==> config.mk <==
export PLATFORM = sky130hd
export DESIGN_NAME = wrsu_top
export DESIGN_NICKNAME = d
export VERILOG_FILES = /design/src/wrsu_pkg.sv /design/src/wrsu_wdt_if.sv /design/src/wrsu_top.sv /design/src/wrsu_osc_tick.sv /design/src/wrsu_wdt_count.sv
export SDC_FILE = /design/constraint.sdc
export NUM_CORES = 1
export LEC_CHECK = 0
export BUFFER_PORTS_ARGS = -buffer_cell sky130_fd_sc_hd__buf_2
export CORE_ASPECT_RATIO = 0.5
export CORE_MARGIN = 2
export CORE_UTILIZATION = 31
export CTS_CLUSTER_SIZE = 14
export DETAILED_ROUTE_END_ITERATION = 12
export GPL_ROUTABILITY_DRIVEN = 0
export PLACE_DENSITY_LB_ADDON = 0.3
export RECOVER_POWER = 25
export SETUP_SLACK_MARGIN = 0.02
export SLEW_MARGIN = 20
export SYNTH_ARGS = -nofsm -noshare
export SYNTH_HDL_FRONTEND = slang
export SYNTH_SLANG_ARGS = --single-unit
export TNS_END_PERCENT = 100
==> constraint.sdc <==
create_clock -name mclk -period 3.3 [get_ports mclk]
set_input_delay 0.66 -clock mclk [delete_from_list [all_inputs] [get_ports mclk]]
set_output_delay 0.66 -clock mclk [all_outputs]
set_load 0.02 [all_outputs]
==> src/wrsu_pkg.sv <==
// constants, register map and helpers for the watchdog and reset-status unit
// Overview of operation
// - Watchdog counter advances on its own nominal 1 MHz oscillator, not the system clock; here a tick divided down from the 25 MHz system clock.
// - Kick, disabling the watchdog, or any chip reset clears the watchdog counter.
// - Selected time-out elapsing while enabled without a kick issues a chip reset.
// - Fuse unprogrammed: watchdog starts disabled; a plain write of one enables it.
// - Fuse programmed: watchdog always enabled and its enable bit always reads one.
// - Higher level: the second write updates only the time-out select; enable ignored.
// - Change-enable clears itself four clock cycles after being written to one.
// - Writing zero to enable works only while change-enable is one.
// - Time-out select writes are accepted only while change-enable is one.
// - Time-out select code 0 gives 16,384 oscillator cycles, doubling up to 2,097,152.
// - Control bits 7:5 and reset-cause bits 7:4 always read as zero.
// - Reset-cause bit 3 set by watchdog reset, cleared by power-up or writing zero.
// - Reset-cause bit 2 set by supply-drop reset, cleared by power-up or writing zero.
// - Reset-cause bit 1 set by pin reset, cleared by power-up or writing zero.
// - Reset-cause bit 0 set by power-up, cleared only by a software write of zero.
// - Bandgap powered while supply monitor fuse, comparator bandgap select or converter enabled.
// - Watchdog time-out gives an internal reset pulse of one system clock cycle.
`default_nettype none
package wrsu_pkg;
	// ----------------------------------------------------------------
	// clock and timing
	// ----------------------------------------------------------------
	localparam int CLK_HZ = 25_000_000;
	localparam int OSC_HZ = 1_000_000;
	localparam int OSC_DIV = CLK_HZ / OSC_HZ;
	localparam logic [4:0] OSC_DIV_LAST = 5'(OSC_DIV - 1);
	localparam int TIMEOUT_BASE_DEF = 16384;
	localparam int CNT_W = 22;
	localparam logic [2:0] CE_CYCLES = 3'h4;
	// ----------------------------------------------------------------
	// register map and fields
	// ----------------------------------------------------------------
	localparam logic [7:0] CTL_OFS = 8'h00;
	localparam logic [7:0] CAUSE_OFS = 8'h04;
	localparam int CE_BIT = 4;
	localparam int EN_BIT = 3;
	localparam int FLAG_TIMEOUT = 3;
	localparam int FLAG_SUPPLY = 2;
	localparam int FLAG_PIN = 1;
	localparam int FLAG_POWERUP = 0;
	localparam logic [3:0] CAUSE_RESET = 4'h1;
	localparam logic [1:0] RESP_OKAY = 2'h0;
	localparam logic [1:0] RESP_DECERR = 2'h3;

	// time-out length in oscillator cycles for a select code
	function automatic logic [CNT_W-1:0] timeoutLimit(input logic [2:0] sel, input int base);
		timeoutLimit = CNT_W'(base) << sel;
	endfunction

	// address decode shared by the read and write paths
	function automatic logic isMapped(input logic [7:0] addr);
		isMapped = (addr == CTL_OFS) || (addr == CAUSE_OFS);
	endfunction
endpackage
`default_nettype wire

==> src/wrsu_wdt_if.sv <==
// signals between the register core, the oscillator tick and the watchdog counter
`timescale 1ns/100ps
`default_nettype none
interface wrsu_wdt_if;
	logic oscTick;
	logic kick;
	logic clear;
	logic enable;
	logic [2:0] presc;
	logic timeout;
	modport core (output kick, output clear, output enable, output presc, input timeout, input oscTick);
	modport osc (output oscTick);
	modport counter (input oscTick, input kick, input clear, input enable, input presc, output timeout);
endinterface
`default_nettype wire

==> src/wrsu_top.sv <==
// watchdog and reset-status unit: AXI4-Lite registers, protected control, reset flags
`timescale 1ns/100ps
`default_nettype none
module wrsu_top #(
	parameter int TIMEOUT_BASE = wrsu_pkg::TIMEOUT_BASE_DEF
) (
	input wire logic mclk,
	input wire logic reset_n,
	input wire logic [7:0] s_axi_awaddr,
	input wire logic s_axi_awvalid,
	output logic s_axi_awready,
	input wire logic [31:0] s_axi_wdata,
	input wire logic [3:0] s_axi_wstrb,
	input wire logic s_axi_wvalid,
	output logic s_axi_wready,
	output logic [1:0] s_axi_bresp,
	output logic s_axi_bvalid,
	input wire logic s_axi_bready,
	input wire logic [7:0] s_axi_araddr,
	input wire logic s_axi_arvalid,
	output logic s_axi_arready,
	output logic [31:0] s_axi_rdata,
	output logic [1:0] s_axi_rresp,
	output logic s_axi_rvalid,
	input wire logic s_axi_rready,
	input wire logic kickStrobe,
	input wire logic safetyLevelFuse,
	input wire logic supplyMonitorFuse,
	input wire logic comparatorBandgapSelect,
	input wire logic adcEnable,
	input wire logic pinResetIn,
	input wire logic supplyDropIn,
	output logic chipResetPulse,
	output logic bandgapPowerOn
);
	wrsu_wdt_if wdt ();

	// ----------------------------------------------------------------
	// reset release and pin synchronisers
	// ----------------------------------------------------------------
	logic rstMeta_reg;
	logic rstN;
	logic [3:0] pinMeta_reg;
	logic [3:0] pinSync_reg;
	logic [1:0] evtPrev_reg;
	logic fuseSafe;
	logic fuseSupply;
	logic pinEdge;
	logic supplyEdge;

	// reset asserts at once but releases through two flops
	always_ff @(posedge mclk or negedge reset_n) begin
		if (!reset_n) begin
			rstMeta_reg <= 1'b0;
			rstN <= 1'b0;
		end else begin
			rstMeta_reg <= 1'b1;
			rstN <= rstMeta_reg;
		end
	end

	// fuses and reset-source pins come from outside the clock domain
	always_ff @(posedge mclk or negedge rstN) begin
		if (!rstN) begin
			pinMeta_reg <= 4'h0;
			pinSync_reg <= 4'h0;
			evtPrev_reg <= 2'h0;
		end else begin
			pinMeta_reg <= {supplyDropIn, pinResetIn, supplyMonitorFuse, safetyLevelFuse};
			pinSync_reg <= pinMeta_reg;
			evtPrev_reg <= pinSync_reg[3:2];
		end
	end

	assign fuseSafe = pinSync_reg[0];
	assign fuseSupply = pinSync_reg[1];
	assign pinEdge = pinSync_reg[2] && !evtPrev_reg[0];
	assign supplyEdge = pinSync_reg[3] && !evtPrev_reg[1];

	// ----------------------------------------------------------------
	// AXI4-Lite slave
	// ----------------------------------------------------------------
	logic awHeld_reg, awHeld_next;
	logic [7:0] awAddr_reg, awAddr_next;
	logic wHeld_reg, wHeld_next;
	logic [7:0] wData_reg, wData_next;
	logic wLane_reg, wLane_next;
	logic bvalid_reg, bvalid_next;
	logic [1:0] bresp_reg, bresp_next;
	logic rvalid_reg, rvalid_next;
	logic [31:0] rdata_reg, rdata_next;
	logic [1:0] rresp_reg, rresp_next;
	logic wrFire;
	logic wrCtl;
	logic wrCause;
	logic [7:0] ctlRead;
	logic [7:0] causeRead;

	assign s_axi_awready = !awHeld_reg && !bvalid_reg;
	assign s_axi_wready = !wHeld_reg && !bvalid_reg;
	assign s_axi_arready = !rvalid_reg;
	assign wrFire = awHeld_reg && wHeld_reg;
	assign wrCtl = wrFire && wLane_reg && (awAddr_reg == wrsu_pkg::CTL_OFS);
	assign wrCause = wrFire && wLane_reg && (awAddr_reg == wrsu_pkg::CAUSE_OFS);

	// address and data are caught in either order; the write lands once both are held
	always_comb begin
		awHeld_next = awHeld_reg;
		awAddr_next = awAddr_reg;
		wHeld_next = wHeld_reg;
		wData_next = wData_reg;
		wLane_next = wLane_reg;
		bvalid_next = bvalid_reg;
		bresp_next = bresp_reg;
		if (s_axi_awvalid && s_axi_awready) begin
			awHeld_next = 1'b1;
			awAddr_next = s_axi_awaddr;
		end
		if (s_axi_wvalid && s_axi_wready) begin
			wHeld_next = 1'b1;
			wData_next = s_axi_wdata[7:0];
			wLane_next = s_axi_wstrb[0];
		end
		if (wrFire) begin
			awHeld_next = 1'b0;
			wHeld_next = 1'b0;
			bvalid_next = 1'b1;
			bresp_next = wrsu_pkg::isMapped(awAddr_reg) ? wrsu_pkg::RESP_OKAY : wrsu_pkg::RESP_DECERR;
		end else if (bvalid_reg && s_axi_bready) begin
			bvalid_next = 1'b0;
		end
	end

	// reads have no side effects; data is latched at the address handshake
	always_comb begin
		rvalid_next = rvalid_reg;
		rdata_next = rdata_reg;
		rresp_next = rresp_reg;
		if (s_axi_arvalid && s_axi_arready) begin
			rvalid_next = 1'b1;
			rresp_next = wrsu_pkg::isMapped(s_axi_araddr) ? wrsu_pkg::RESP_OKAY : wrsu_pkg::RESP_DECERR;
			if (s_axi_araddr == wrsu_pkg::CTL_OFS) begin
				rdata_next = {24'h000000, ctlRead};
			end else if (s_axi_araddr == wrsu_pkg::CAUSE_OFS) begin
				rdata_next = {24'h000000, causeRead};
			end else begin
				rdata_next = 32'h00000000;
			end
		end else if (rvalid_reg && s_axi_rready) begin
			rvalid_next = 1'b0;
		end
	end

	always_ff @(posedge mclk or negedge rstN) begin
		if (!rstN) begin
			awHeld_reg <= 1'b0;
			awAddr_reg <= 8'h00;
			wHeld_reg <= 1'b0;
			wData_reg <= 8'h00;
			wLane_reg <= 1'b0;
			bvalid_reg <= 1'b0;
			bresp_reg <= 2'h0;
			rvalid_reg <= 1'b0;
			rdata_reg <= 32'h00000000;
			rresp_reg <= 2'h0;
		end else begin
			awHeld_reg <= awHeld_next;
			awAddr_reg <= awAddr_next;
			wHeld_reg <= wHeld_next;
			wData_reg <= wData_next;
			wLane_reg <= wLane_next;
			bvalid_reg <= bvalid_next;
			bresp_reg <= bresp_next;
			rvalid_reg <= rvalid_next;
			rdata_reg <= rdata_next;
			rresp_reg <= rresp_next;
		end
	end

	assign s_axi_bvalid = bvalid_reg;
	assign s_axi_bresp = bresp_reg;
	assign s_axi_rvalid = rvalid_reg;
	assign s_axi_rdata = rdata_reg;
	assign s_axi_rresp = rresp_reg;

	// ----------------------------------------------------------------
	// watchdog control with timed change window
	// ----------------------------------------------------------------
	logic wdEn_reg, wdEn_next;
	logic ce_reg, ce_next;
	logic [2:0] ceCnt_reg, ceCnt_next;
	logic [2:0] presc_reg, presc_next;
	logic wdEnEff;
	logic chipReset;

	assign chipReset = wdt.timeout || pinEdge || supplyEdge;
	assign wdEnEff = wdEn_reg || fuseSafe;

	// the opening write must carry both bits; anything else is an ordinary write
	always_comb begin
		wdEn_next = wdEn_reg;
		ce_next = ce_reg;
		ceCnt_next = ceCnt_reg;
		presc_next = presc_reg;
		if (ce_reg) begin
			ceCnt_next = ceCnt_reg - 3'h1;
			ce_next = (ceCnt_reg != 3'h1);
		end
		if (chipReset) begin
			wdEn_next = 1'b0;
			ce_next = 1'b0;
			presc_next = 3'h0;
		end else if (wrCtl) begin
			if (wData_reg[wrsu_pkg::CE_BIT] && wData_reg[wrsu_pkg::EN_BIT]) begin
				ce_next = 1'b1;
				ceCnt_next = wrsu_pkg::CE_CYCLES;
				wdEn_next = 1'b1;
			end else if (ce_reg) begin
				presc_next = wData_reg[2:0];
				wdEn_next = fuseSafe ? wdEn_reg : wData_reg[wrsu_pkg::EN_BIT];
				ce_next = 1'b0;
			end else if (wData_reg[wrsu_pkg::EN_BIT]) begin
				wdEn_next = 1'b1;
			end
		end
	end

	always_ff @(posedge mclk or negedge rstN) begin
		if (!rstN) begin
			wdEn_reg <= 1'b0;
			ce_reg <= 1'b0;
			ceCnt_reg <= 3'h0;
			presc_reg <= 3'h0;
		end else begin
			wdEn_reg <= wdEn_next;
			ce_reg <= ce_next;
			ceCnt_reg <= ceCnt_next;
			presc_reg <= presc_next;
		end
	end

	assign ctlRead = {3'h0, ce_reg, wdEnEff, presc_reg};

	// same clock drives both sides, so the signals cross as plain unregistered wires
	assign wdt.kick = kickStrobe;
	assign wdt.clear = !wdEnEff || chipReset;
	assign wdt.enable = wdEnEff;
	assign wdt.presc = presc_reg;

	// ----------------------------------------------------------------
	// reset-cause flags, reset pulse and bandgap enable
	// ----------------------------------------------------------------
	logic [3:0] cause_reg, cause_next;
	logic [3:0] causeSet;
	logic [3:0] causeClr;
	logic pulse_reg, pulse_next;
	logic bandgap_reg, bandgap_next;

	// a source that fires in the same cycle as a clearing write keeps its flag
	always_comb begin
		causeSet = 4'h0;
		causeSet[wrsu_pkg::FLAG_TIMEOUT] = wdt.timeout;
		causeSet[wrsu_pkg::FLAG_SUPPLY] = supplyEdge;
		causeSet[wrsu_pkg::FLAG_PIN] = pinEdge;
		causeClr = wrCause ? ~wData_reg[3:0] : 4'h0;
		cause_next = (cause_reg & ~causeClr) | causeSet;
		pulse_next = wdt.timeout;
		bandgap_next = fuseSupply || comparatorBandgapSelect || adcEnable;
	end

	// only power-up loads the flags, so the power-up flag survives other resets
	always_ff @(posedge mclk or negedge rstN) begin
		if (!rstN) begin
			cause_reg <= wrsu_pkg::CAUSE_RESET;
			pulse_reg <= 1'b0;
			bandgap_reg <= 1'b0;
		end else begin
			cause_reg <= cause_next;
			pulse_reg <= pulse_next;
			bandgap_reg <= bandgap_next;
		end
	end

	assign causeRead = {4'h0, cause_reg};
	assign chipResetPulse = pulse_reg;
	assign bandgapPowerOn = bandgap_reg;

	wrsu_osc_tick u_osc (
		.mclk(mclk),
		.rstN(rstN),
		.wdt(wdt.osc)
	);

	wrsu_wdt_count #(.TIMEOUT_BASE(TIMEOUT_BASE)) u_count (
		.mclk(mclk),
		.rstN(rstN),
		.wdt(wdt.counter)
	);
endmodule
`default_nettype wire

==> src/wrsu_osc_tick.sv <==
// watchdog oscillator stand-in: one-cycle tick at the oscillator rate
`timescale 1ns/100ps
`default_nettype none
module wrsu_osc_tick (
	input wire logic mclk,
	input wire logic rstN,
	wrsu_wdt_if.osc wdt
);
	logic [4:0] div_reg;
	logic [4:0] div_next;
	logic tick_reg;
	logic tick_next;

	// divide the system clock down to the oscillator rate
	always_comb begin
		tick_next = (div_reg == wrsu_pkg::OSC_DIV_LAST);
		div_next = tick_next ? 5'h00 : div_reg + 5'h01;
	end

	always_ff @(posedge mclk or negedge rstN) begin
		if (!rstN) begin
			div_reg <= 5'h00;
			tick_reg <= 1'b0;
		end else begin
			div_reg <= div_next;
			tick_reg <= tick_next;
		end
	end

	assign wdt.oscTick = tick_reg;
endmodule
`default_nettype wire

==> src/wrsu_wdt_count.sv <==
// watchdog counter: counts oscillator ticks, flags the selected time-out
`timescale 1ns/100ps
`default_nettype none
module wrsu_wdt_count #(
	parameter int TIMEOUT_BASE = wrsu_pkg::TIMEOUT_BASE_DEF
) (
	input wire logic mclk,
	input wire logic rstN,
	wrsu_wdt_if.counter wdt
);
	logic [wrsu_pkg::CNT_W-1:0] cnt_reg;
	logic [wrsu_pkg::CNT_W-1:0] cnt_next;
	logic [wrsu_pkg::CNT_W-1:0] limit;
	logic timeout_reg;
	logic timeout_next;

	// kick and clear win over counting, so a late kick still saves the chip
	always_comb begin
		limit = wrsu_pkg::timeoutLimit(wdt.presc, TIMEOUT_BASE);
		cnt_next = cnt_reg;
		timeout_next = 1'b0;
		if (wdt.kick || wdt.clear) begin
			cnt_next = '0;
		end else if (wdt.enable && wdt.oscTick) begin
			if (cnt_reg >= limit - wrsu_pkg::CNT_W'(1)) begin
				cnt_next = '0;
				timeout_next = 1'b1;
			end else begin
				cnt_next = cnt_reg + wrsu_pkg::CNT_W'(1);
			end
		end
	end

	always_ff @(posedge mclk or negedge rstN) begin
		if (!rstN) begin
			cnt_reg <= '0;
			timeout_reg <= 1'b0;
		end else begin
			cnt_reg <= cnt_next;
			timeout_reg <= timeout_next;
		end
	end

	assign wdt.timeout = timeout_reg;
endmodule
`default_nettype wire

* Yosys cells after proc, flatten, opt, wreduce, memory -nomap -nowiden
Cells that the tools add are included.
** Storage, ports and cells
- Logic and storage cells :: 124
- Output and inout bits :: 43
- Input port bits :: 66
- Bits in registers :: 109
** Operators by class
- Multiplexer cells :: 39
- Shift operators :: 1
- Eq/ne operators :: 6
- Add/sub/neg operators :: 4
- Reduce and logical (&&, ||, !) cells :: 43
- Order comparisons :: 1
- Bitwise operators :: 4
** Operator list (number)
- $mux W22 :: 3
- $mux W32 :: 1
- $mux W3 :: 8
- $add A22 B1 Y22 const B :: 1
- $ge A22 B22 Y1 :: 1
- $mux W1 :: 22
- $shl A15 B3 Y22 const A :: 1
- $sub A22 B1 Y22 const B :: 1
- $eq A8 B3 Y1 const B :: 2
- $logic_not A8 Y1 :: 2
- $logic_and A1 B1 Y1 :: 15
- $reduce_bool A2 Y1 :: 7
- $logic_or A1 B1 Y1 :: 9
- $mux W4 :: 2
- $not A4 Y4 :: 2
- $logic_not A1 Y1 :: 7
- $reduce_and A3 Y1 :: 2
- $add A5 B1 Y5 const B :: 1
- $eq A5 B5 Y1 const B :: 1
- $mux W5 :: 1
- $and A4 B4 Y4 :: 1
- $mux W2 :: 2
- $ne A4 B2 Y1 const B :: 1
- $or A4 B4 Y4 :: 1
- other kinds (4) :: 4

* Depth between registers and ports, before layout
Gate-level depths: netlist of the first run.
- Depth after elaboration :: 7
- Depth in mapped cells :: 9

* By module
A second synthesis of the first run with hierarchy kept.
** Unflattened totals
- Cell total of the unflattened synthesis :: 371
- Area, all modules :: 3981.3 um2
** By module, submodules not included
- wrsu_top :: times used 1, seq. area each 1277.5 um2, cells an instance 191, area each 2208.4 um2
- wrsu_wdt_count :: times used 1, seq. area each 575.6 um2, cells an instance 155, area each 1481.4 um2
- wrsu_osc_tick :: times used 1, seq. area each 150.1 um2, cells an instance 25, area each 291.5 um2

* Least setup slack after synthesis of the first run
OpenSTA, ideal clock, no wires.
- Kind :: flip-flop to flip-flop
- From :: register presc_reg[2]
- To :: register u_count.cnt_reg[11] (netlist bit)
- Path buffers :: 2
- Arrival :: 2.145 ns
- Required time :: 3.179 ns
- Stages on the path, launching flop included :: 10
- Clock period less this slack :: 2.266 ns
- Path slack :: 1.034 ns
- Path through :: dfrtp_1 -> clkbuf_1 -> nand3_1 -> ha_1 -> nand4_1 -> a211oi_1 -> o21ai_0 -> nand4b_1 -> buf_2 -> nor2_1
** Between the ends
- Word-level cells in the longest chain between the ends :: 6
** RTL lines
- start: declaration :: line wrsu_top.sv:192 : logic [2:0] presc_reg, presc_next;
- start signal: assignment :: line wrsu_top.sv:238 : presc_reg <= presc_next;
- $shl A15 B3 Y22 :: line wrsu_pkg.sv:49 : timeoutLimit = CNT_W'(base) << sel;
- $sub A22 B1 Y22 :: line wrsu_wdt_count.sv:25 : if (cnt_reg >= limit - wrsu_pkg::CNT_W'(1)) begin
- $ge A22 B22 Y1 :: line wrsu_wdt_count.sv:25
- $mux W22 :: line wrsu_wdt_count.sv:25
- $mux W22 :: line wrsu_wdt_count.sv:24 : end else if (wdt.enable && wdt.oscTick) begin
- $mux W22 :: line wrsu_wdt_count.sv:22 : if (wdt.kick || wdt.clear) begin
- end signal: assignment :: line wrsu_wdt_count.sv:39 : cnt_reg <= cnt_next;
- end: declaration :: line wrsu_wdt_count.sv:11 : logic [wrsu_pkg::CNT_W-1:0] cnt_reg;
Every way passes these cells. The select of a mux whose other input is x is not followed.
A chain may end at the register's enable or synchronous reset.

* Worst setup path in the final report of the first run
- From :: register presc_reg[2]
- To :: register u_count.cnt_reg[8] (netlist bit)
Same word-level chain as after synthesis.

==> flow_metrics.py, run 1 <==
metrics = {
    "die": {
        "floorplan.die_area_um2": 13900,
        "placement_rows": 29,
        "design.portCount": 109,
        "fp.dieH_um": 84.4,
        "initial_core_util": 0.317,
        "floorplan.die.width_um": 165,
        "core_region_area_um2": 12600,
    },
    "layout": {
        "post_route_cells_drive_above_1_share": 0.201,
        "layout.core_utilization": 0.368,
        "seqCellArea_um2": 2000,
        "mostFrequentLayoutCells": "dfrtp_1, buf_2, nand2_1",
        "finalNetCount": 516,
        "final_area_um2": 4650,
        "syn_to_final_growth_pct": 16.2,
        "filler_cell_count": 1250,
        "area_occupied_by_multi_input_gates_um2": 1750,
        "n_antenna_cell": 0,
        "largest_register_ff_count": 22,
        "stdcell_count": 612,
        "final_common_cell": "dfrtp_1",
    },
    "critical_path": {
        "worstPathArrival_ns": 2.85,
        "r2r-end": "u_count.cnt_reg[8]$_DFFE_PN0P_",
        "path_max_fanout": 9,
        "rrSetupSlack_ns": 0.67,
        "timing.rr.start": "presc_reg[2]$_DFFE_PN0P_",
        "worstSetupStartpointType": "register",
        "critical_path_class": "register to register",
        "crit_required_ns": 3.52,
        "timing.reg2reg.worst_path_depth": 8,
        "crit_start": "presc_reg[2]$_DFFE_PN0P_",
        "critPathCaptureType": "register",
    },
    "logic_synthesis": {
        "post_synth.cell_area_avg_um2": 10.3,
        "yosys.area.top_type": "dfrtp_1",
        "postSynth.topFlopCell": "dfrtp_1",
        "yosysWarnings": 0,
        "ys_types": 53,
        "postSynthCellCount": 387,
        "synth.area.top_cells": "dfrtp_1, buf_4, mux2_2",
        "postSynthRegisterBits": 80,
        "synth_top_area_share": 0.494,
        "async_reset_ff_frac": 1.00,
        "synthesis.area_um2": 4000,
        "synth_enable_flop_cells": 0,
        "seq_area_frac_synth": 0.500,
    },
    "power": {
        "power_per_cell_area_nw_per_um2": 557,
        "ir_worst_vdd_mv": 0.431,
        "power_mw": 2.59,
        "p_leak_nw": 2.06,
    },
    "timing": {
        "worst_slew_margin_rel": 0.0355,
        "grt_setup_unrepaired": "false",
        "timing_worst_slew_pin_value_ns": 1.45,
        "fin_crit_share": 0.796,
        "report.final.hold_viol_count": 0,
        "worst_clock_skew_ns": 0.00639,
        "fin_hold_ws_ns": 0.0996,
        "postLayoutSetupSlackWorst_ns": 0.672,
        "final_setup_fails": 0,
        "setup_tns_ns": 0,
        "maxClockFrequency_ghz": 0.380,
        "post-route-min-period_ns": 2.63,
        "slew_viol_final": 0,
    },
    "global_route": {
        "globalRoute.totalOverflow": 0,
        "grt_antenna_before_repair": 0,
        "grt_max_degree": 79,
        "via_count_of_the_first_global_routing_pass": 2732,
        "grtUsageTotal": 0.120,
        "grt_pass1_wl_um": 13100,
    },
    "routing": {
        "wl_um": 7680,
        "detail_route.iter0.violations": 128,
        "detailroute.via_count": 2802,
        "number_of_iterations_in_the_first_detailed_routing_pass": 4,
        "drt-wirelength-per-cell_um": 12.6,
        "drc": 0,
        "postRouteAntennaNets": 0,
        "post_drt_via_cell_ratio": 4.58,
    },
    "clock_tree": {
        "cts_root_buf": "clkbuf_16",
        "cts_h_tree_depth": 3,
        "cts-root-to-sink-buffers": 2,
        "clk_pin_slew_ns": 0.06,
        "numCtsBuffers": 9,
        "cts_tree": "built",
        "clk_sinks": 80,
        "post-cts-setup-buffer-count": 0,
        "hold_buffers": 0,
        "postCtsResizedCells": 0,
        "clk-insertion-delay-late_ns": 0.33,
    },
    "outcome": {
        "outcome": "finished, final reports clean",
    },
    "placement": {
        "number_of_placed_cells_counting_well_taps": 595,
        "dpl_worst_slack_ns": 0.715,
        "postPlaceCellArea_um2": 4320,
        "place.detailed.hpwl_um": 5340,
        "io_buffers": 51,
    },
    "hold_path": {
        "timing.hold.worst.class": "input port to asynchronous set/reset pin",
    },
    "run": {
        "max_cap_violations": 0,
    },
}
[critical path: stages, from the launching register on]
cell	delay, ns
dfrtp_1	0.49
nand3_1	0.12
ha_1	0.33
nand4_1	0.19
a211oi_1	0.54
o21ai_0	0.18
nand4b_1	0.37
buf_4	0.23
nor2_1	0.05
[worst max path at each step]
stage                                          end  cells past startpoint
CTS                 u_count.cnt_reg[7]$_DFFE_PN0P_                      8
global route        u_count.cnt_reg[7]$_DFFE_PN0P_                      8
detailed placement  u_count.cnt_reg[7]$_DFFE_PN0P_                      8
global placement    u_count.cnt_reg[7]$_DFFE_PN0P_                      8
finish              u_count.cnt_reg[8]$_DFFE_PN0P_                      8
floorplan                awAddr_reg[0]$_DFFE_PN0P_                      0
[cells by family (layout without fill, tap and decap cells)]
kind of cell | after synthesis | after routing | share of synthesized area
adders and majority gates | 13 | 13 | 0.0406
muxes | 21 | 21 | 0.0572
buffers and inverters | 64 | 92 | 0.0875
AOI/OAI and AO/OA | 62 | 62 | 0.102
DFF | 80 | 80 | 0.500
xor gates and xnor gates | 16 | 16 | 0.0350
and+or+nand+nor | 129 | 129 | 0.175
other | 2 | 29 | 0.00188
[cell usage after synthesis, drive strengths merged (2+ instances only)]
cell type / instances
a211oi: 3
a21oi: 10
a31oi: 2
and2: 5
and3: 3
buf: 31
clkbuf: 11
conb: 2
dfrtp: 79
ha: 13
inv: 22
mux2: 15
mux2i: 6
nand2: 30
nand2b: 5
nand3: 17
nand3b: 3
nand4: 8
nand4b: 4
nor2: 30
nor3: 7
nor4: 5
o2111ai: 6
o211ai: 7
o21ai: 18
o21bai: 2
o311ai: 2
o31ai: 5
or3: 6
xnor2: 5
xor2: 11
[layout make-up]
type	count	share of cell area
inverter	22	0.0178
timing repair buffer	54	0.0619
sequential	80	0.431
multi-input combinational	270	0.377
clock buffer	11	0.0500
clock inverter	5	0.0175
tap	170	0.0457
[power by group]
part | switching, mW | internal (mW)
logic | 0.191 | 0.161
registers | 0.0948 | 1.10
clock network | 0.381 | 0.664
total | 0.667 | 1.93
[layer usage]
metal  global-route usage  wire length, um  up-vias
met4               0.0356               69        0
met5                    0                0        -
met3               0.0405              330        5
met1                0.162             3760     1349
li1                     -                -     1392
met2                0.184             3520       56
Power figures use the tool's default switching activity.
==> inputs of run 2 (changes only) <==
--- a/config.mk
+++ b/config.mk
@@ -5,6 +5,7 @@
 export SDC_FILE = /design/constraint.sdc
 export NUM_CORES = 1
 export LEC_CHECK = 0
+export ABC_AREA = 1
 export BUFFER_PORTS_ARGS = -buffer_cell sky130_fd_sc_hd__buf_2
 export CORE_ASPECT_RATIO = 0.5
 export CORE_MARGIN = 2
==> constraint.sdc (replaced) <==
create_clock -name mclk -period 2.5 [get_ports mclk]
set_input_delay 0.5 -clock mclk [delete_from_list [all_inputs] [get_ports mclk]]
set_output_delay 0.5 -clock mclk [all_outputs]
set_load 0.02 [all_outputs]
==> run 2 against run 1 <==
Clock power is 41% higher; clock skew increased by 0.0042 ns; the flow now finishes with violations (max-capacitance violations, max-slew violations); critical endpoint is now u_count.cnt_reg[7]$_DFFE_PN0P_; sequential power rose by 38%; routed wire length increased by 11%; worst setup slack got worse by 0.42 ns; clock-buffer cell count is the same; flip-flop and latch count did not move; via count is 19% higher; power rose by 49%.
==> flow_metrics.py, run 2 <==
metrics = {
    "clock_tree": {
        "postCtsResizedCells": 0,
        "cts_tree": "built",
        "cts_root_buf": "clkbuf_16",
        "cts-root-to-sink-buffers": 2,
        "clk_sinks": 80,
        "clk_pin_slew_ns": 0.06,
        "clk-insertion-delay-late_ns": 0.34,
        "numCtsBuffers": 9,
        "cts_h_tree_depth": 3,
        "post-cts-setup-buffer-count": 0,
    },
    "layout": {
        "finalNetCount": 661,
        "post_route_cells_drive_above_1_share": 0.186,
        "largest_register_ff_count": 22,
        "n_antenna_cell": 0,
        "final_common_cell": "nand2_1",
        "filler_cell_count": 1418,
        "mostFrequentLayoutCells": "nand2_1, dfrtp_1, inv_1",
        "syn_to_final_growth_pct": 16.3,
    },
    "routing": {
        "post_drt_via_cell_ratio": 4.27,
        "met1_length_um": 4060,
        "drc": 0,
        "drt-wirelength-per-cell_um": 10.9,
        "detailroute.via_count": 3328,
        "detail_route.iter0.violations": 193,
        "highest_layer": "met4",
        "met2_wirelength_um": 3910,
        "routed-wl-met3_um": 433,
        "postRouteAntennaNets": 0,
        "wl_um": 8530,
        "number_of_iterations_in_the_first_detailed_routing_pass": 4,
    },
    "outcome": {
        "outcome": "finished with violations",
        "failed_checks": "max-capacitance violations, max-slew violations",
    },
    "timing": {
        "timing_worst_slew_pin_value_ns": 1.53,
        "report.final.hold_viol_count": 0,
        "setup_tns_ns": 0,
        "final_setup_fails": 0,
        "maxClockFrequency_ghz": 0.444,
        "slew_viol_final": 38,
        "fin_crit_share": 0.900,
        "worst_slew_margin_rel": -0.0220,
        "grt_setup_unrepaired": "false",
        "worst_clock_skew_ns": 0.0106,
        "postLayoutSetupSlackWorst_ns": 0.250,
        "post-route-min-period_ns": 2.25,
    },
    "logic_synthesis": {
        "seq_area_frac_synth": 0.463,
        "synth_top_area_share": 0.457,
        "postSynthRegisterBits": 80,
        "synthesis.area_um2": 4320,
        "synth.cells.most_frequent": "nand2_1, dfrtp_1, inv_1, nor2_1, buf_4",
        "postSynth.topFlopCell": "dfrtp_1",
        "post_synth.cell_area_avg_um2": 8.25,
        "synth_enable_flop_cells": 0,
        "yosysWarnings": 0,
        "async_reset_ff_frac": 1.00,
        "ys_types": 35,
        "synth.area.top_cells": "dfrtp_1, nand2_1, inv_1",
        "yosys.area.top_type": "dfrtp_1",
        "most_numerous_cell_in_the_yosys_netlist": "nand2_1",
        "postSynthCellCount": 524,
    },
    "critical_path": {
        "crit_required_ns": 2.72,
        "worstPathArrival_ns": 2.47,
        "worstSetupStartpointType": "register",
        "slowest_stage": "dfrtp_1",
        "critical_path_class": "register to register",
        "chain_of_cells_forming_the_critical_path": "nand3_1 -> ha_1 -> nand2_1 -> nor2_1 -> nand3_1 -> nor2_4 -> nor2_4 -> o21ai_4 -> buf_4 -> nor2_2",
        "path_max_fanout": 10,
        "critPathCaptureType": "register",
        "critPathMaxStageDelay_ns": 0.48,
    },
    "power": {
        "p_leak_nw": 2.43,
        "ir_worst_vdd_mv": 0.418,
        "power_per_cell_area_nw_per_um2": 767,
        "power_mw": 3.86,
    },
    "global_route": {
        "globalRoute.totalOverflow": 0,
        "grtUsageTotal": 0.125,
        "grt_max_degree": 38,
        "via_count_of_the_first_global_routing_pass": 3139,
        "grt_pass1_wl_um": 14900,
        "grt_antenna_before_repair": 0,
    },
    "die": {
        "core_region_area_um2": 13600,
        "design.portCount": 109,
        "floorplan.die.width_um": 171,
        "placement_rows": 30,
        "floorplan.die_area_um2": 15000,
        "fp.dieH_um": 87.5,
        "initial_core_util": 0.318,
    },
    "placement": {
        "io_buffers": 51,
        "dpl_worst_slack_ns": 0.220,
        "place.detailed.hpwl_um": 6380,
    },
    "hold_path": {
        "timing.hold.worst.class": "input port to register",
    },
    "run": {
        "max_cap_violations": 1,
    },
}
run 2: per-layer routing:
layer  GRT usage  vias up
li1            -     1716
met1       0.161     1526
met2       0.208       72
met3      0.0323       14
met4      0.0447        0
met5           0        -
run 2: kinds of logic after synthesis:
logic type,after synthesis,synth area share
DFF,80,0.463
other,2,0.00174
buffers and inverters,102,0.119
xor gates and xnor gates,12,0.0243
and+or+nand+nor,261,0.272
muxes,9,0.0234
adders and majority gates,13,0.0376
AOI/OAI and AO/OA,45,0.0582
run 2: final timing paths:
path / start / end / slack [ns] / cells past startpoint
worst max-delay path: presc_reg[2]$_DFFE_PN0P_ / u_count.cnt_reg[7]$_DFFE_PN0P_ / 0.25 / 10
worst min-delay path: supplyDropIn / pinMeta_reg[3]$_DFF_PN0_ / 0.27 / 1
worst max register to register: presc_reg[2]$_DFFE_PN0P_ / u_count.cnt_reg[7]$_DFFE_PN0P_ / 0.25 / 10
worst min register to register: rstMeta_reg$_DFF_PN0_ / rstN$_DFF_PN0_ / 0.35 / 0
max in group asynchronous: rstN$_DFF_PN0_ / cause_reg[0]$_DFF_PN1_ / 0.77 / 1
min in group asynchronous: reset_n / rstN$_DFF_PN0_ / 0.47 / 2
run 2: where the power goes:
| group | switching, mW | internal, mW | leakage, nW |
|---|---|---|---|
| combinational | 0.445 | 0.274 | 1.28 |
| sequential | 0.168 | 1.50 | 0.981 |
| clock | 0.534 | 0.937 | 0.167 |
run 2: critical path, delay by kind of cell (launching register included):
family	cells	cell delay [ns]
DFF	1	0.48
adders and majority gates	1	0.29
AOI/OAI and AO/OA	1	0.24
buffers and inverters	1	0.23
and+or+nand+nor	7	0.88
run 2: cell type report:
| type | count | area, um2 | area share |
|---|---|---|---|
| flip-flops and latches | 80 | 2000 | 0.398 |
| multi-input cells | 369 | 1910 | 0.379 |
| repair buffers | 55 | 287 | 0.0570 |
| clock buffers | 11 | 253 | 0.0503 |
| inverters | 67 | 253 | 0.0503 |
| well taps | 192 | 240 | 0.0478 |
| clock inverters | 5 | 86.3 | 0.0172 |
run 2: what timing repair did:
item                                    4_1_cts  5_1_grt
hold endpoints to repair                      2        0
endpoints found under the setup margin        0        0
hold buffers                                  1        0
run 2: stage by stage:
step / hold WS (ns) / cell area, um2 / instances / utilization
detailed placement: 0.288 / 4680 / 762 / 0.345
CTS: 0.253 / 5030 / 779 / 0.370
global route: 0.252 / 5030 / 779 / 0.370
floorplan: 0.204 / 4420 / 551 / -
finish: 0.265 / 5030 / 779 / 0.370
global placement: 0.285 / 4680 / 762 / 0.345
==> inputs of run 3 (changes only) <==
--- a/config.mk
+++ b/config.mk
@@ -16,7 +16,6 @@
 export PLACE_DENSITY_LB_ADDON = 0.3
 export RECOVER_POWER = 25
 export SETUP_SLACK_MARGIN = 0.02
-export SLEW_MARGIN = 20
 export SYNTH_ARGS = -nofsm -noshare
 export SYNTH_HDL_FRONTEND = slang
 export SYNTH_SLANG_ARGS = --single-unit
==> constraint.sdc (replaced) <==
create_clock -name mclk -period 2.9 [get_ports mclk]
set_input_delay 0.58 -clock mclk [delete_from_list [all_inputs] [get_ports mclk]]
set_output_delay 0.58 -clock mclk [all_outputs]
set_load 0.02 [all_outputs]
==> run 3 against run 2 <==
The flow still finishes with violations (max-capacitance violations, max-slew violations); cell count fell by 0.51%; clock skew decreased by 0.0040 ns; power decreased by 15%.
==> flow_metrics.py, run 3 (same netlist as run 2, synthesis figures left out) <==
metrics = {
    "critical_path": {
        "crit_required_ns": 3.10,
        "worstSetupStartpointType": "register",
        "path_max_fanout": 11,
        "worstPathArrival_ns": 2.46,
        "critical_path_class": "register to register",
        "timing.rr.start": "presc_reg[2]$_DFFE_PN0P_",
        "crit_start": "presc_reg[2]$_DFFE_PN0P_",
        "critPathCaptureType": "register",
    },
    "routing": {
        "detail_route.iter0.violations": 198,
        "wl_um": 8310,
        "number_of_iterations_in_the_first_detailed_routing_pass": 4,
        "drc": 0,
        "drt-wirelength-per-cell_um": 10.7,
        "postRouteAntennaNets": 0,
        "detailroute.via_count": 3277,
        "post_drt_via_cell_ratio": 4.23,
    },
    "die": {
        "floorplan.die.width_um": 171,
        "initial_core_util": 0.318,
        "design.portCount": 109,
        "placement_rows": 30,
        "core_region_area_um2": 13600,
        "fp.dieH_um": 87.5,
        "floorplan.die_area_um2": 15000,
    },
    "timing": {
        "fin_crit_share": 0.779,
        "post-route-min-period_ns": 2.26,
        "maxClockFrequency_ghz": 0.443,
        "report.final.hold_viol_count": 0,
        "slew_viol_final": 79,
        "grt_setup_unrepaired": "false",
        "worst_clock_skew_ns": 0.00656,
        "final_setup_fails": 0,
        "timing_worst_slew_pin_value_ns": 1.67,
        "setup_tns_ns": 0,
        "worst_slew_margin_rel": -0.116,
        "postLayoutSetupSlackWorst_ns": 0.642,
    },
    "clock_tree": {
        "post-cts-setup-buffer-count": 0,
        "cts_h_tree_depth": 3,
        "hold_buffers": 0,
        "clk_pin_slew_ns": 0.06,
        "numCtsBuffers": 9,
        "clk_sinks": 80,
        "cts_root_buf": "clkbuf_16",
        "cts-root-to-sink-buffers": 2,
        "cts_tree": "built",
        "clk-insertion-delay-late_ns": 0.34,
        "postCtsResizedCells": 0,
    },
    "placement": {
        "place.detailed.hpwl_um": 6190,
        "dpl_worst_slack_ns": 0.598,
        "io_buffers": 51,
        "postPlaceCellArea_um2": 4660,
        "number_of_placed_cells_counting_well_taps": 759,
    },
    "layout": {
        "post_route_cells_drive_above_1_share": 0.184,
        "largest_register_ff_count": 22,
        "final_common_cell": "nand2_1",
        "finalNetCount": 657,
        "stdcell_count": 775,
        "mostFrequentLayoutCells": "nand2_1, dfrtp_1, inv_1",
        "filler_cell_count": 1402,
        "syn_to_final_growth_pct": 15.3,
        "final_area_um2": 4980,
        "n_antenna_cell": 0,
    },
    "global_route": {
        "globalRoute.totalOverflow": 0,
        "grtUsageTotal": 0.121,
        "grt_pass1_wl_um": 14400,
        "grt_max_degree": 79,
        "via_count_of_the_first_global_routing_pass": 3094,
        "grt_antenna_before_repair": 0,
    },
    "outcome": {
        "outcome": "finished with violations",
        "failed_checks": "max-capacitance violations, max-slew violations",
    },
    "hold_path": {
        "timing.hold.worst.class": "input port to asynchronous set/reset pin",
    },
    "power": {
        "p_leak_nw": 2.40,
        "ir_worst_vdd_mv": 0.327,
        "power_per_cell_area_nw_per_um2": 657,
    },
    "run": {
        "max_cap_violations": 1,
    },
}
[run 3: cell types whose count changed in the layout (fill, tap and decap cells not counted)]
cell / before / now
buf_4: 3 / 0
clkbuf_8: 2 / 0
clkinv_2: 1 / 2
clkinv_4: 1 / 0
clkinvlp_4: 0 / 1
dfrtp_1: 79 / 78
dfrtp_2: 0 / 1
dlygate4sd3_1: 1 / 0
inv_8: 0 / 1
[run 3: cell type report]
type	instances	area, um2	share of cell area
clock buffer	9	225	0.0452
sequential	80	2000	0.402
clock inverter	7	101	0.0203
timing repair buffer	51	254	0.0510
tap	192	240	0.0482
inverter	67	253	0.0507
multi-input combinational	369	1910	0.382
[run 3: report_power, final]
| part | leakage, nW | internal (mW) | switching, mW | total, mW |
|---|---|---|---|---|
| Sequential | 0.980 | 1.29 | 0.157 | 1.45 |
| Clock | 0.158 | 0.764 | 0.466 | 1.23 |
| Combinational | 1.27 | 0.231 | 0.365 | 0.596 |
[run 3: critical path, cell delays in order (launching register included)]
cell and delay [ns]:
dfrtp_1 0.49, nand3_1 0.13, ha_1 0.29, nand2_1 0.06
nor2_1 0.22, nand3_1 0.17, nor2_4 0.16, nor2_4 0.09
o21ai_4 0.42, nor2_1 0.10
[run 3: path summary, 6_finish.rpt]
kind	slack (ns)	to	cells past startpoint
max in group asynchronous	1.18	pinMeta_reg[1]$_DFF_PN0_	0
worst max-delay path	0.64	u_count.cnt_reg[15]$_DFFE_PN0P_	9
worst max register to register	0.64	u_count.cnt_reg[15]$_DFFE_PN0P_	9
worst min register to register	0.35	pinSync_reg[0]$_DFF_PN0_	0
min in group mclk	0.35	pinSync_reg[0]$_DFF_PN0_	0
worst min-delay path	0.02	rstMeta_reg$_DFF_PN0_	1
[run 3: per-stage QoR]
stage	hold WS (ns)	power, mW	utilization
CTS	0.00614	3.33	0.367
global placement	0.334	2.07	0.343
finish	0.0172	3.27	0.367
detailed placement	0.336	2.08	0.343
floorplan	0.284	1.94	-
global route	0.0155	3.48	0.367
[run 3: metal layers]
metal / part of all wire / vias to the layer above / routed length, um / global-route usage
met3: 0.040 / 8 / 330 / 0.0273
li1: - / 1713 / - / -
met5: 0 / - / 0 / 0
met1: 0.49 / 1492 / 4080 / 0.156
met4: 0.015 / 0 / 123 / 0.0501
met2: 0.45 / 64 / 3780 / 0.199
